===== src/rtl/ecmai_map.vh =====
`ifndef ECMAI_MAP_VH
`define ECMAI_MAP_VH
// ****************************************
// Register offsets
// ****************************************
`define ECMAI_CTRL_ADDR        12'h000
`define ECMAI_STATUS_ADDR      12'h004
`define ECMAI_CHANGE_ADDR      12'h008
`define ECMAI_CHG_MASK_ADDR    12'h00c
`define ECMAI_EVENT_ADDR       12'h010
// ****************************************
// Field positions
// ****************************************
`define ECMAI_CTRL_ALG2        0
`define ECMAI_CTRL_ZERO_MF2    1
`define ECMAI_ST_FRAME_LOST    0
`define ECMAI_ST_SMF_LOST      1
`define ECMAI_ST_AIS_ALARM     2
`define ECMAI_ST_RED_ALARM     3
`define ECMAI_ST_TS16_ALARM    4
`define ECMAI_ST_REMOTE_MF     5
`define ECMAI_EV_MF_ERROR      0
`define ECMAI_EV_TS16_ONES     1
`define ECMAI_EV_AIS_DETECT    2
// ****************************************
// Reset values and counts
// ****************************************
`define ECMAI_CTRL_RESET       2'h0
`define ECMAI_MASK_RESET       4'h0
`define ECMAI_INTERVAL_MS      4
`define ECMAI_AIS_SET          5'd25
`define ECMAI_TS16_SET         5'd22
`define ECMAI_RED_SET          5'd25
`define ECMAI_AIS_VALID_MIN    5'd13
`define ECMAI_AIS_ZERO_LIMIT   2'd3
`define ECMAI_AIS_WINDOW_BITS  512
`define ECMAI_MFAS_ERR_LOSS    2'd2
`define ECMAI_REMOTE_RUN       2'd2
`endif


===== src/rtl/ecmai_top.v =====
// The register addresses and the APB interface to the registers are this design's own decisions.
`timescale 1ns/100ps
// How it works
// - With frame alignment, timeslot 16 of each frame is searched by a selectable algorithm.
// - Algorithm one: 15 frames without pattern, then a pattern frame, gives alignment.
// - Algorithm two: nonzero bits 1-4 followed by pattern gives alignment.
// - When aligned, the lost flag goes low and pattern errors are flagged.
// - While aligned, report debounced remote multiframe alarm, bit 6 of frame 0.
// - Debounced remote alarm sets after two consecutive ones.
// - Two all-ones timeslot 16 bytes while unaligned raise an event.
// - Two consecutive errored alignment patterns lose multiframe alignment.
// - Timeslot 16 all zero for one or two multiframes loses alignment.
// - Loss of frame alignment loses multiframe alignment.
// - Frame-loss and all-ones alarms set and clear after about 100 ms.
// - All-ones event: fewer than 3 zeros in 512 bits.
// - Interval valid for all-ones when 13 of 16 events occurred.
// - All-ones counter counts up or down; alarm at 25, removed at zero.
// - Slot 16 all-ones counter; alarm at 22, removed at zero.
// - Interval is out-of-frame if any frame loss seen, else in frame.
// - Red counter up on lost intervals, down otherwise; alarm 25, off at 0.
// - A change of frame-lost, multiframe-lost, all-ones or red status can be flagged for interrupt.
`include "ecmai_map.vh"
module ecmai_top #(
   parameter INTERVAL_CYCLES = 40000
) (
   input  wire        clk,
   input  wire        reset_n,
   input  wire        line_bit,
   input  wire        line_bit_valid,
   input  wire        frame_sync_lost,
   input  wire        slot16_strobe,
   input  wire [7:0]  slot16_byte,
   input  wire        psel,
   input  wire        penable,
   input  wire        pwrite,
   input  wire [11:0] paddr,
   input  wire [31:0] pwdata,
   output reg  [31:0] prdata,
   output reg         pready,
   output reg         pslverr,
   output reg         status_change,
   output reg         sig_multiframe_lost,
   output reg         all_ones_alarm,
   output reg         red_alarm,
   output reg         slot16_alarm
);
   // ****************************************
   // Pin synchronisers
   // ****************************************
   reg [2:0] sync_a;
   reg [2:0] sync_b;
   wire      s_bit;
   wire      s_bv;
   wire      s_fsl;
   always @(posedge clk or negedge reset_n) begin
      if (!reset_n) begin
         sync_a <= 3'h0;
         sync_b <= 3'h0;
      end else begin
         sync_a <= {line_bit, line_bit_valid, frame_sync_lost};
         sync_b <= sync_a;
      end
   end
   assign s_bit = sync_b[2];
   assign s_bv  = sync_b[1];
   assign s_fsl = sync_b[0];
   // Slot 16 byte and strobe come from framer logic on this clock
   // ****************************************
   // Registers and APB
   // ****************************************
   reg [1:0]  ctrl;
   reg [3:0]  chg_mask;
   reg [3:0]  change;
   reg [2:0]  event_flag;
   reg        remote_mf;
   wire       wr_en = psel & penable & pwrite;
   wire       rd_en = psel & penable & ~pwrite;
   wire [3:0] stat4 = {red_alarm, all_ones_alarm, sig_multiframe_lost, s_fsl};
   reg  [3:0] stat_q;
   wire [3:0] stat_diff = stat4 ^ stat_q;
   wire       mapped = (paddr == `ECMAI_CTRL_ADDR) | (paddr == `ECMAI_STATUS_ADDR) |
                       (paddr == `ECMAI_CHANGE_ADDR) | (paddr == `ECMAI_CHG_MASK_ADDR) |
                       (paddr == `ECMAI_EVENT_ADDR);
   reg [2:0]  ev_set;
   always @(posedge clk or negedge reset_n) begin
      if (!reset_n) begin
         ctrl       <= `ECMAI_CTRL_RESET;
         chg_mask   <= `ECMAI_MASK_RESET;
         change     <= 4'h0;
         event_flag <= 3'h0;
         // The lost flag resets high; seed its copy so reset is not seen as a change
         stat_q     <= 4'h2;
         prdata     <= 32'h0;
         pready     <= 1'b0;
         pslverr    <= 1'b0;
         status_change <= 1'b0;
      end else begin
         stat_q <= stat4;
         pready <= psel & ~penable;
         pslverr <= psel & ~penable & ~mapped;
         if (wr_en && pready && paddr == `ECMAI_CTRL_ADDR) begin
            ctrl <= pwdata[1:0];
         end
         if (wr_en && pready && paddr == `ECMAI_CHG_MASK_ADDR) begin
            chg_mask <= pwdata[3:0];
         end
         // Write one to clear; a new change in the same cycle wins
         if (wr_en && pready && paddr == `ECMAI_CHANGE_ADDR) begin
            change <= (change & ~pwdata[3:0]) | stat_diff;
         end else begin
            change <= change | stat_diff;
         end
         if (wr_en && pready && paddr == `ECMAI_EVENT_ADDR) begin
            event_flag <= (event_flag & ~pwdata[2:0]) | ev_set;
         end else begin
            event_flag <= event_flag | ev_set;
         end
         status_change <= |(change & chg_mask);
         if (psel && !penable) begin
            case (paddr)
               `ECMAI_CTRL_ADDR:     prdata <= {30'h0, ctrl};
               `ECMAI_STATUS_ADDR:   prdata <= {26'h0, remote_mf, slot16_alarm, stat4};
               `ECMAI_CHANGE_ADDR:   prdata <= {28'h0, change};
               `ECMAI_CHG_MASK_ADDR: prdata <= {28'h0, chg_mask};
               `ECMAI_EVENT_ADDR:    prdata <= {29'h0, event_flag};
               default:              prdata <= 32'h0;
            endcase
         end
      end
   end
   // ****************************************
   // Signalling multiframe find
   // ****************************************
   localparam ST_SEARCH = 1'b0;
   localparam ST_SYNC   = 1'b1;
   reg       smf_state;
   reg [3:0] mf_pos;
   reg [3:0] miss_run;
   reg       prev_nonzero;
   reg [1:0] err_run;
   reg [4:0] zero_frames;
   reg       prev_ones;
   reg [1:0] remote_run;
   reg       ais_event;
   wire      pattern_ok = (slot16_byte[7:4] == 4'h0);
   wire      ts_zero    = (slot16_byte == 8'h00);
   wire      ts_ones    = (slot16_byte == 8'hff);
   wire [4:0] zero_limit = ctrl[`ECMAI_CTRL_ZERO_MF2] ? 5'd31 : 5'd15;
   always @(posedge clk or negedge reset_n) begin
      if (!reset_n) begin
         smf_state <= ST_SEARCH;
         sig_multiframe_lost <= 1'b1;
         mf_pos <= 4'h0;
         miss_run <= 4'h0;
         prev_nonzero <= 1'b0;
         err_run <= 2'h0;
         zero_frames <= 5'h0;
         prev_ones <= 1'b0;
         remote_run <= 2'h0;
         remote_mf <= 1'b0;
         ev_set <= 3'h0;
      end else begin
         ev_set[`ECMAI_EV_MF_ERROR]  <= 1'b0;
         ev_set[`ECMAI_EV_TS16_ONES] <= 1'b0;
         if (s_fsl) begin
            smf_state <= ST_SEARCH;
            sig_multiframe_lost <= 1'b1;
            miss_run <= 4'h0;
            prev_nonzero <= 1'b0;
            remote_mf <= 1'b0;
            remote_run <= 2'h0;
         end else if (slot16_strobe) begin
            prev_ones <= ts_ones;
            ev_set[`ECMAI_EV_TS16_ONES] <= sig_multiframe_lost & ts_ones & prev_ones;
            mf_pos <= mf_pos + 4'h1;
            case (smf_state)
               ST_SEARCH: begin
                  prev_nonzero <= (slot16_byte[7:4] != 4'h0);
                  miss_run <= pattern_ok ? 4'h0 : ((miss_run == 4'hf) ? miss_run : miss_run + 4'h1);
                  if (pattern_ok && (ctrl[`ECMAI_CTRL_ALG2] ? prev_nonzero
                                                           : (miss_run == 4'hf))) begin
                     smf_state <= ST_SYNC;
                     sig_multiframe_lost <= 1'b0;
                     mf_pos <= 4'h1;
                     err_run <= 2'h0;
                     zero_frames <= 5'h0;
                  end
               end
               ST_SYNC: begin
                  zero_frames <= ts_zero ? zero_frames + 5'h1 : 5'h0;
                  if (mf_pos == 4'h0) begin
                     ev_set[`ECMAI_EV_MF_ERROR] <= ~pattern_ok;
                     err_run <= pattern_ok ? 2'h0 : err_run + 2'h1;
                     remote_run <= slot16_byte[2] ? ((remote_run == `ECMAI_REMOTE_RUN) ?
                                    remote_run : remote_run + 2'h1) : 2'h0;
                     remote_mf <= slot16_byte[2] ? (remote_run >= 2'd1) : 1'b0;
                  end
                  if ((mf_pos == 4'h0 && !pattern_ok && err_run + 2'h1 == `ECMAI_MFAS_ERR_LOSS) ||
                      (ts_zero && zero_frames >= zero_limit)) begin
                     smf_state <= ST_SEARCH;
                     sig_multiframe_lost <= 1'b1;
                     // Clear search and debounce history so nothing stale survives the loss
                     miss_run <= 4'h0;
                     prev_nonzero <= 1'b0;
                     remote_run <= 2'h0;
                     remote_mf <= 1'b0;
                  end
               end
               default: smf_state <= ST_SEARCH;
            endcase
         end
         ev_set[`ECMAI_EV_AIS_DETECT] <= ais_event;
      end
   end
   // ****************************************
   // All-ones detection over 512 bits
   // ****************************************
   reg [8:0] bit_cnt;
   reg [1:0] zero_cnt;
   always @(posedge clk or negedge reset_n) begin
      if (!reset_n) begin
         bit_cnt <= 9'h0;
         zero_cnt <= 2'h0;
         ais_event <= 1'b0;
      end else begin
         ais_event <= 1'b0;
         if (s_bv) begin
            bit_cnt <= bit_cnt + 9'h1;
            if (bit_cnt == 9'h1ff) begin
               // A saturated count plus a last zero must not wrap back to a small value
               ais_event <= s_bit ? (zero_cnt < `ECMAI_AIS_ZERO_LIMIT) :
                                    (zero_cnt < `ECMAI_AIS_ZERO_LIMIT - 2'h1);
               zero_cnt <= 2'h0;
            end else if (!s_bit && zero_cnt != `ECMAI_AIS_ZERO_LIMIT) begin
               zero_cnt <= zero_cnt + 2'h1;
            end
         end
      end
   end
   // ****************************************
   // Alarm integration
   // ****************************************
   reg [16:0] tick_cnt;
   reg        tick;
   reg [4:0]  ais_events;
   reg        oof_seen;
   reg        ts16_seen;
   reg [4:0]  ais_int;
   reg [4:0]  red_int;
   reg [4:0]  ts16_int;
   wire       ts16_now = ev_set[`ECMAI_EV_TS16_ONES];
   always @(posedge clk or negedge reset_n) begin
      if (!reset_n) begin
         tick_cnt <= 17'h0;
         tick <= 1'b0;
         ais_events <= 5'h0;
         oof_seen <= 1'b0;
         ts16_seen <= 1'b0;
         ais_int <= 5'h0;
         red_int <= 5'h0;
         ts16_int <= 5'h0;
         all_ones_alarm <= 1'b0;
         red_alarm <= 1'b0;
         slot16_alarm <= 1'b0;
      end else begin
         tick <= (tick_cnt == INTERVAL_CYCLES - 1);
         tick_cnt <= (tick_cnt == INTERVAL_CYCLES - 1) ? 17'h0 : tick_cnt + 17'h1;
         if (tick) begin
            ais_events <= {4'h0, ais_event};
            oof_seen <= s_fsl;
            ts16_seen <= ts16_now;
            if (ais_events >= `ECMAI_AIS_VALID_MIN) begin
               ais_int <= (ais_int == `ECMAI_AIS_SET) ? ais_int : ais_int + 5'h1;
            end else begin
               ais_int <= (ais_int == 5'h0) ? ais_int : ais_int - 5'h1;
            end
            if (oof_seen) begin
               red_int <= (red_int == `ECMAI_RED_SET) ? red_int : red_int + 5'h1;
            end else begin
               red_int <= (red_int == 5'h0) ? red_int : red_int - 5'h1;
            end
            if (ts16_seen) begin
               ts16_int <= (ts16_int == `ECMAI_TS16_SET) ? ts16_int : ts16_int + 5'h1;
            end else begin
               ts16_int <= (ts16_int == 5'h0) ? ts16_int : ts16_int - 5'h1;
            end
         end else begin
            if (ais_event && ais_events != 5'h1f) begin
               ais_events <= ais_events + 5'h1;
            end
            oof_seen <= oof_seen | s_fsl;
            ts16_seen <= ts16_seen | ts16_now;
         end
         // Hysteresis: set at threshold, cleared only at zero
         if (ais_int == `ECMAI_AIS_SET) all_ones_alarm <= 1'b1;
         else if (ais_int == 5'h0) all_ones_alarm <= 1'b0;
         if (red_int == `ECMAI_RED_SET) red_alarm <= 1'b1;
         else if (red_int == 5'h0) red_alarm <= 1'b0;
         if (ts16_int == `ECMAI_TS16_SET) slot16_alarm <= 1'b1;
         else if (ts16_int == 5'h0) slot16_alarm <= 1'b0;
      end
   end
endmodule


===== config.mk =====
export PLATFORM = sky130hd
export DESIGN_NAME = ecmai_top
export DESIGN_NICKNAME = d
export VERILOG_FILES = /design/src/rtl/ecmai_top.v
export VERILOG_INCLUDE_DIRS = /design/src /design/src/rtl
export SDC_FILE = /design/constraint.sdc
export NUM_CORES = 1
export LEC_CHECK = 0
export BUFFER_PORTS_ARGS = -buffer_cell sky130_fd_sc_hd__clkbuf_2
export CAP_MARGIN = 10
export CELL_PAD_IN_SITES_DETAIL_PLACEMENT = 0
export CELL_PAD_IN_SITES_GLOBAL_PLACEMENT = 1
export CORE_MARGIN = 3
export CORE_UTILIZATION = 44
export DETAILED_ROUTE_END_ITERATION = 7
export PLACE_DENSITY = 0.9
export SLEW_MARGIN = 20
export SYNTH_ARGS = -nofsm -noshare
export SYNTH_HDL_FRONTEND = slang
export SYNTH_SLANG_ARGS = --single-unit

===== constraint.sdc =====
create_clock -name clk -period 3.25 [get_ports clk]
set_input_delay 0.325 -clock clk [delete_from_list [all_inputs] [get_ports clk]]
set_output_delay 0.325 -clock clk [all_outputs]
set_load 0.02 [all_outputs]

Word level (Yosys, flattened, before mapping)

Index checks and enable logic that the tools add are counted.

Word-level logic and storage cells: 231
Input bits: 61
Flip-flop bits (word level): 138
Output and inout port bits: 39

Equality and inequality tests: 27
Bitwise logic cells: 27
$lt $le $gt $ge: 5
Add/subtract/negate cells: 15
Reductions and logical operators: 45
Mux-type cells: 76

Operators by type and width:

| cell                                             | count |
|---|---|
| two-way mux 5 bit                                | 14 |
| two-way mux 4 bit                                | 8 |
| two-way mux 1 bit                                | 31 |
| case mux 6 bit (5 select lines)                  | 1 |
| two-way mux 2 bit                                | 14 |
| adder 5 x 1 -> 5 bit, second input constant      | 5 |
| == test 12 x 4 -> 1 bit, second input constant   | 2 |
| AND reduction 3 bit                              | 7 |
| adder 17 x 1 -> 17 bit, second input constant    | 1 |
| == test 17 x 16 -> 1 bit, second input constant  | 1 |
| two-way mux 17 bit                               | 1 |
| inequality test 2 bit, second input constant     | 8 |
| == test 5 bit, second input constant             | 3 |
| zero test 5 bit                                  | 3 |
| subtractor 5 x 1 -> 5 bit, second input constant | 3 |
| nonzero test 2 bit                               | 7 |
| == test 12 x 3 -> 1 bit, second input constant   | 1 |
| == test 12 x 5 -> 1 bit, second input constant   | 1 |
| logical AND 1 bit                                | 12 |
| zero test 12 bit                                 | 1 |
| case mux 5 bit (2 select lines)                  | 1 |
| adder 9 x 1 -> 9 bit, second input constant      | 1 |
| == test 9 bit, second input constant             | 1 |
| adder 4 x 1 -> 4 bit, second input constant      | 2 |
| 37 further kinds                                 | 66 |

Depth between registers and ports, before layout

Depth in word-level cells: 9
Mapped depth: 10
Mapped depth without buffers: 10

Worst setup path after synthesis

No wires, ideal clock.

Path kind: register -> register
Start point: register ais_events[0]
End point: register ais_int[4]
Stages on the path, launching flop included: 10
Arrival: 2,162 ps
Data required time: 3,124 ps
Period minus slack after synthesis: 2,288 ps
Setup time: 126 ps
Path slack: 962 ps
Path buffers: 0
Cells stage by stage: dfrtp_1 ha_1 o311ai_0 and2_1 ha_1 a21o_1 a21oi_1 xor2_1 nor2_1 xor2_1

Cells in the longest elaborated chain, start to end: 3
Elaborated cells on any way between the ends: 5
Those cells by class: order compare: 1; eq/ne: 2; mux: 1; reduce/logical: 1

RTL lines:

| item                                     | RTL line        | source |
|---|---|---|
| start, declared                          | ecmai_top.v:245 | `reg [4:0] ais_events;` |
| start signal, assigned                   | ecmai_top.v:269 | `ais_events <= {4'h0, ais_event};` |
| start signal, assigned                   | ecmai_top.v:289 | `ais_events <= ais_events + 5'h1;` |
| >= comparator 5 x 4 -> 1 bit (no line) * | -               |  |
| inequality test 2 bit (no line)          | -               |  |
| AND reduction 3 bit (no line)            | -               |  |
| end signal, assigned                     | ecmai_top.v:273 | `` ais_int <= (ais_int == `ECMAI_AIS_SET) ? ais_int : ais_int + 5'h1; `` |
| end signal, assigned                     | ecmai_top.v:275 | `ais_int <= (ais_int == 5'h0) ? ais_int : ais_int - 5'h1;` |
| end, declared                            | ecmai_top.v:248 | `reg [4:0] ais_int;` |

Every way passes the cells marked *; elsewhere a longest branch is shown, timed or not.
A chain may end at the register's enable or synchronous reset.

Worst setup path in the final report

Ends and elaborated chain as after synthesis.

==> results.json <==
{
  "status": "complete, no violations",
  "track_usage": 0.1532,
  "routed_wl_microns": 10710,
  "cts_made_buffers": 9,
  "fin_ws_ns": 0.6730,
  "multi_input_area_sq_um": 2771,
  "synth_edf_count": 0,
  "start_kind": "flop",
  "fin_worst_skew_ns": 0.006079,
  "cpPeakStageDelay_ns": 0.43,
  "fin_crit_ns": 2.577,
  "crit_fanout": 6,
  "grt_pass1_wl_microns": 18370,
  "cts-htree-levels": 3,
  "yosysTopAreaCell": "dfrtp_1",
  "first_global_vias": 3995,
  "slowest_stage": "dfrtp_1",
  "drive_gt1_frac": 0.1792,
  "startpoint": "ais_events[0]",
  "io_pins": 100,
  "crit_end": "ais_int[4]",
  "r2r-start": "ais_events[0]",
  "synth_top_cell_area_share": 0.4744,
  "path_class": "reg2reg",
  "crit_path_end_kind": "flop",
  "placementRows": 41,
  "antenna_cells": 0,
  "finalCoreUtilization": 0.5048,
  "num_vias": 4038,
  "die-width_microns": 120.8,
  "reg2reg_to": "ais_int[4]",
  "clk_pin_slew_ns": 0.07,
  "finalPower_mw": 3.034,
  "worst_pin_slew_ns": 0.8624,
  "final_max_slew_viol_count": 0,
  "dp_hpwl_microns": 7772,
  "vias_per_cell": 5.251,
  "place_worst_setup_slack_ns": 0.6903,
  "synth_cells": 548,
  "regArea_sq_um": 2805,
  "nets": 680,
  "drc": 0,
  "synth_warnings": 0,
  "ys_ff_latch": 112,
  "leakagePower_nw": 3.124,
  "postCtsHoldBufs": 0,
  "core_area_sq_um": 12770,
  "cts-root-buf": "clkbuf_16",
  "cts_tree": "done",
  "ff2ff_path_depth": 9,
  "synth_flop_cell": "dfrtp_1",
  "die_h_microns": 120.8,
  "crit_chain": "ha_1 -> o311ai_0 -> and2_1 -> ha_1 -> a21o_1 -> a21oi_1 -> xor2_1 -> nor2_1 -> xor2_1",
  "wl_per_cell_microns": 13.92,
  "grt_max_degree": 68,
  "async_flop_share": 1.000,
  "fin_tns_setup_ns": 0,
  "clockBufferDepth": 2,
  "synth_area_sq_um": 5802,
  "powerDensity_nw_per_um2": 470.6,
  "port-buffer-count": 45,
  "area_delta_synth_final_pct": 11.13,
  "drt_first_iter_violations": 239,
  "place.gp.congestion": 0.8777,
  "cts_setup_buffers": 0,
  "initial_core_util": 0.4542,
  "dieArea_sq_um": 14600,
  "first_pass_iters": 4,
  "finalHoldViolations": 0,
  "drv_cap": 0,
  "hp-class": "in2reg",
  "overflow": 0,
  "fillers": 1145,
  "fmax_mhz": 388.1,
  "syn_avg_cell_area_sq_um": 10.59,
  "peakVddDrop_mv": 0.2901,
  "synth.distinct_cells": 65,
  "clk_latency_ns": 0.34,
  "antenna_found_initial": 0,
  "post_cts_resized": 0,
  "yosysSeqAreaShare": 0.4835,
  "drtAntennaViolNets": 0,
  "rsz0062_at_grt": "no",
  "arrival_ns": 2.80,
  "worst_ep_required_time_ns": 3.47,
  "clock-sinks": 112,
  "r2r_slack_ns": 0.67,
  "finalSetupViolCount": 0,
  "period_share": 0.7929,
  "max_slew_margin": 0.4251,
  "yosys-top-cells-area": "dfrtp_1 (47%), ha_1 (5.2%), mux2_2 (3.7%)"
}
-- layout by cell type (no fill, tap or decap), types with 8 or more instances in the layout --
| cell | n |
|---|---|
| dfrtp_1 | 110 |
| nand2_1 | 52 |
| clkbuf_2 | 44 |
| nor2_1 | 41 |
| conb_1 | 26 |
| o21ai_0 | 25 |
| ha_1 | 24 |
| a21oi_1 | 22 |
| xor2_1 | 21 |
| inv_1 | 21 |
| xnor2_1 | 20 |
| mux2_2 | 19 |
| a21o_1 | 16 |
| nand3_1 | 15 |
| nand4_1 | 13 |
| and3_1 | 9 |
| clkbuf_16 | 9 |
| a22o_1 | 8 |
-- worst min-delay path by stage --
stage,start,to,slack (ns),cells past startpoint
4_1_cts,line_bit_valid,sync_a[1],0.07,1
5_1_grt,line_bit_valid,sync_a[1],0.07,1
2_1_floorplan,reset_n,ais_event,0.03,0
3_3_place_gp,sync_a[1],sync_b[1],0.33,0
6_report,line_bit_valid,sync_a[1],0.08,1
3_5_place_dp,sync_a[2],sync_b[2],0.35,0
-- cell families after synthesis --
family          Yosys count  share of synthesized area
simple gates            179                     0.1663
flops                   112                     0.4835
compound gates          105                     0.1251
buf+inv                  59                    0.05499
xor+xnor                 41                    0.06189
fa+ha+maj                27                    0.06211
mux                      24                    0.04550
other cells               1                  0.0006463
-- per-layer routing --
metal	wire length, microns	share of wire	track usage	vias up
met4	121	0.011	0.04533	0
met5	0	0	0	-
met2	5411	0.51	0.2633	85
met3	467	0.044	0.03040	10
met1	4708	0.44	0.1957	1977
li1	-	-	-	1966
-- synthesized netlist by cell type (8+ instances only) --
cell / n
buf_4: 26
xnor2_1: 20
a21oi_1: 22
nand4_1: 13
and3_1: 9
nand3_1: 15
clkbuf_1: 12
o21ai_0: 25
mux2_2: 19
a22o_1: 8
nor2_1: 41
nand2_1: 52
a21o_1: 16
dfrtp_1: 110
inv_1: 21
ha_1: 24
xor2_1: 21
-- power breakdown --
part	switching, mW	leakage (nW)	internal, mW
Clock	0.492	0.159	0.699
Sequential	0.0770	1.48	1.47
Combinational	0.171	1.49	0.123
-- worst max-delay path: cells and delay by family (launching register included) --
kind / cells / cell delay (ns)
fa+ha+maj: 2 / 0.53
simple gates: 2 / 0.43
xor+xnor: 2 / 0.31
compound gates: 3 / 0.75
flops: 1 / 0.43
-- flip-flops by register name (all words and copies together), names as in the netlist, 3 cells and up --
name	flops
red_int	5
sync_a	3
chg_mask	4
change	4
ais_events	5
prdata	6
sync_b	3
stat_q	4
miss_run	4
ais_int	5
tick_cnt	17
zero_frames	5
mf_pos	4
ts16_int	5
event_flag	3
bit_cnt	9
ev_set	3
-- layout make-up --
cell class                      count  area share
Clock buffer                       10     0.03707
Multi-Input combinational cell    402      0.4298
Clock inverter                      6     0.01397
Tap cell                          172     0.03338
Timing Repair Buffer               46     0.03842
Sequential cell                   112      0.4351
Inverter                           21     0.01223
-- stage by stage --
step	cells	hold WS (ns)	area, sq um
floorplan	573	0.02941	5896
global placement	753	0.3336	6118
detailed placement	753	0.3457	6118
CTS	769	0.07163	6447
global route	769	0.06918	6447
finish	769	0.08396	6447
(Power assumes the default switching activity.)
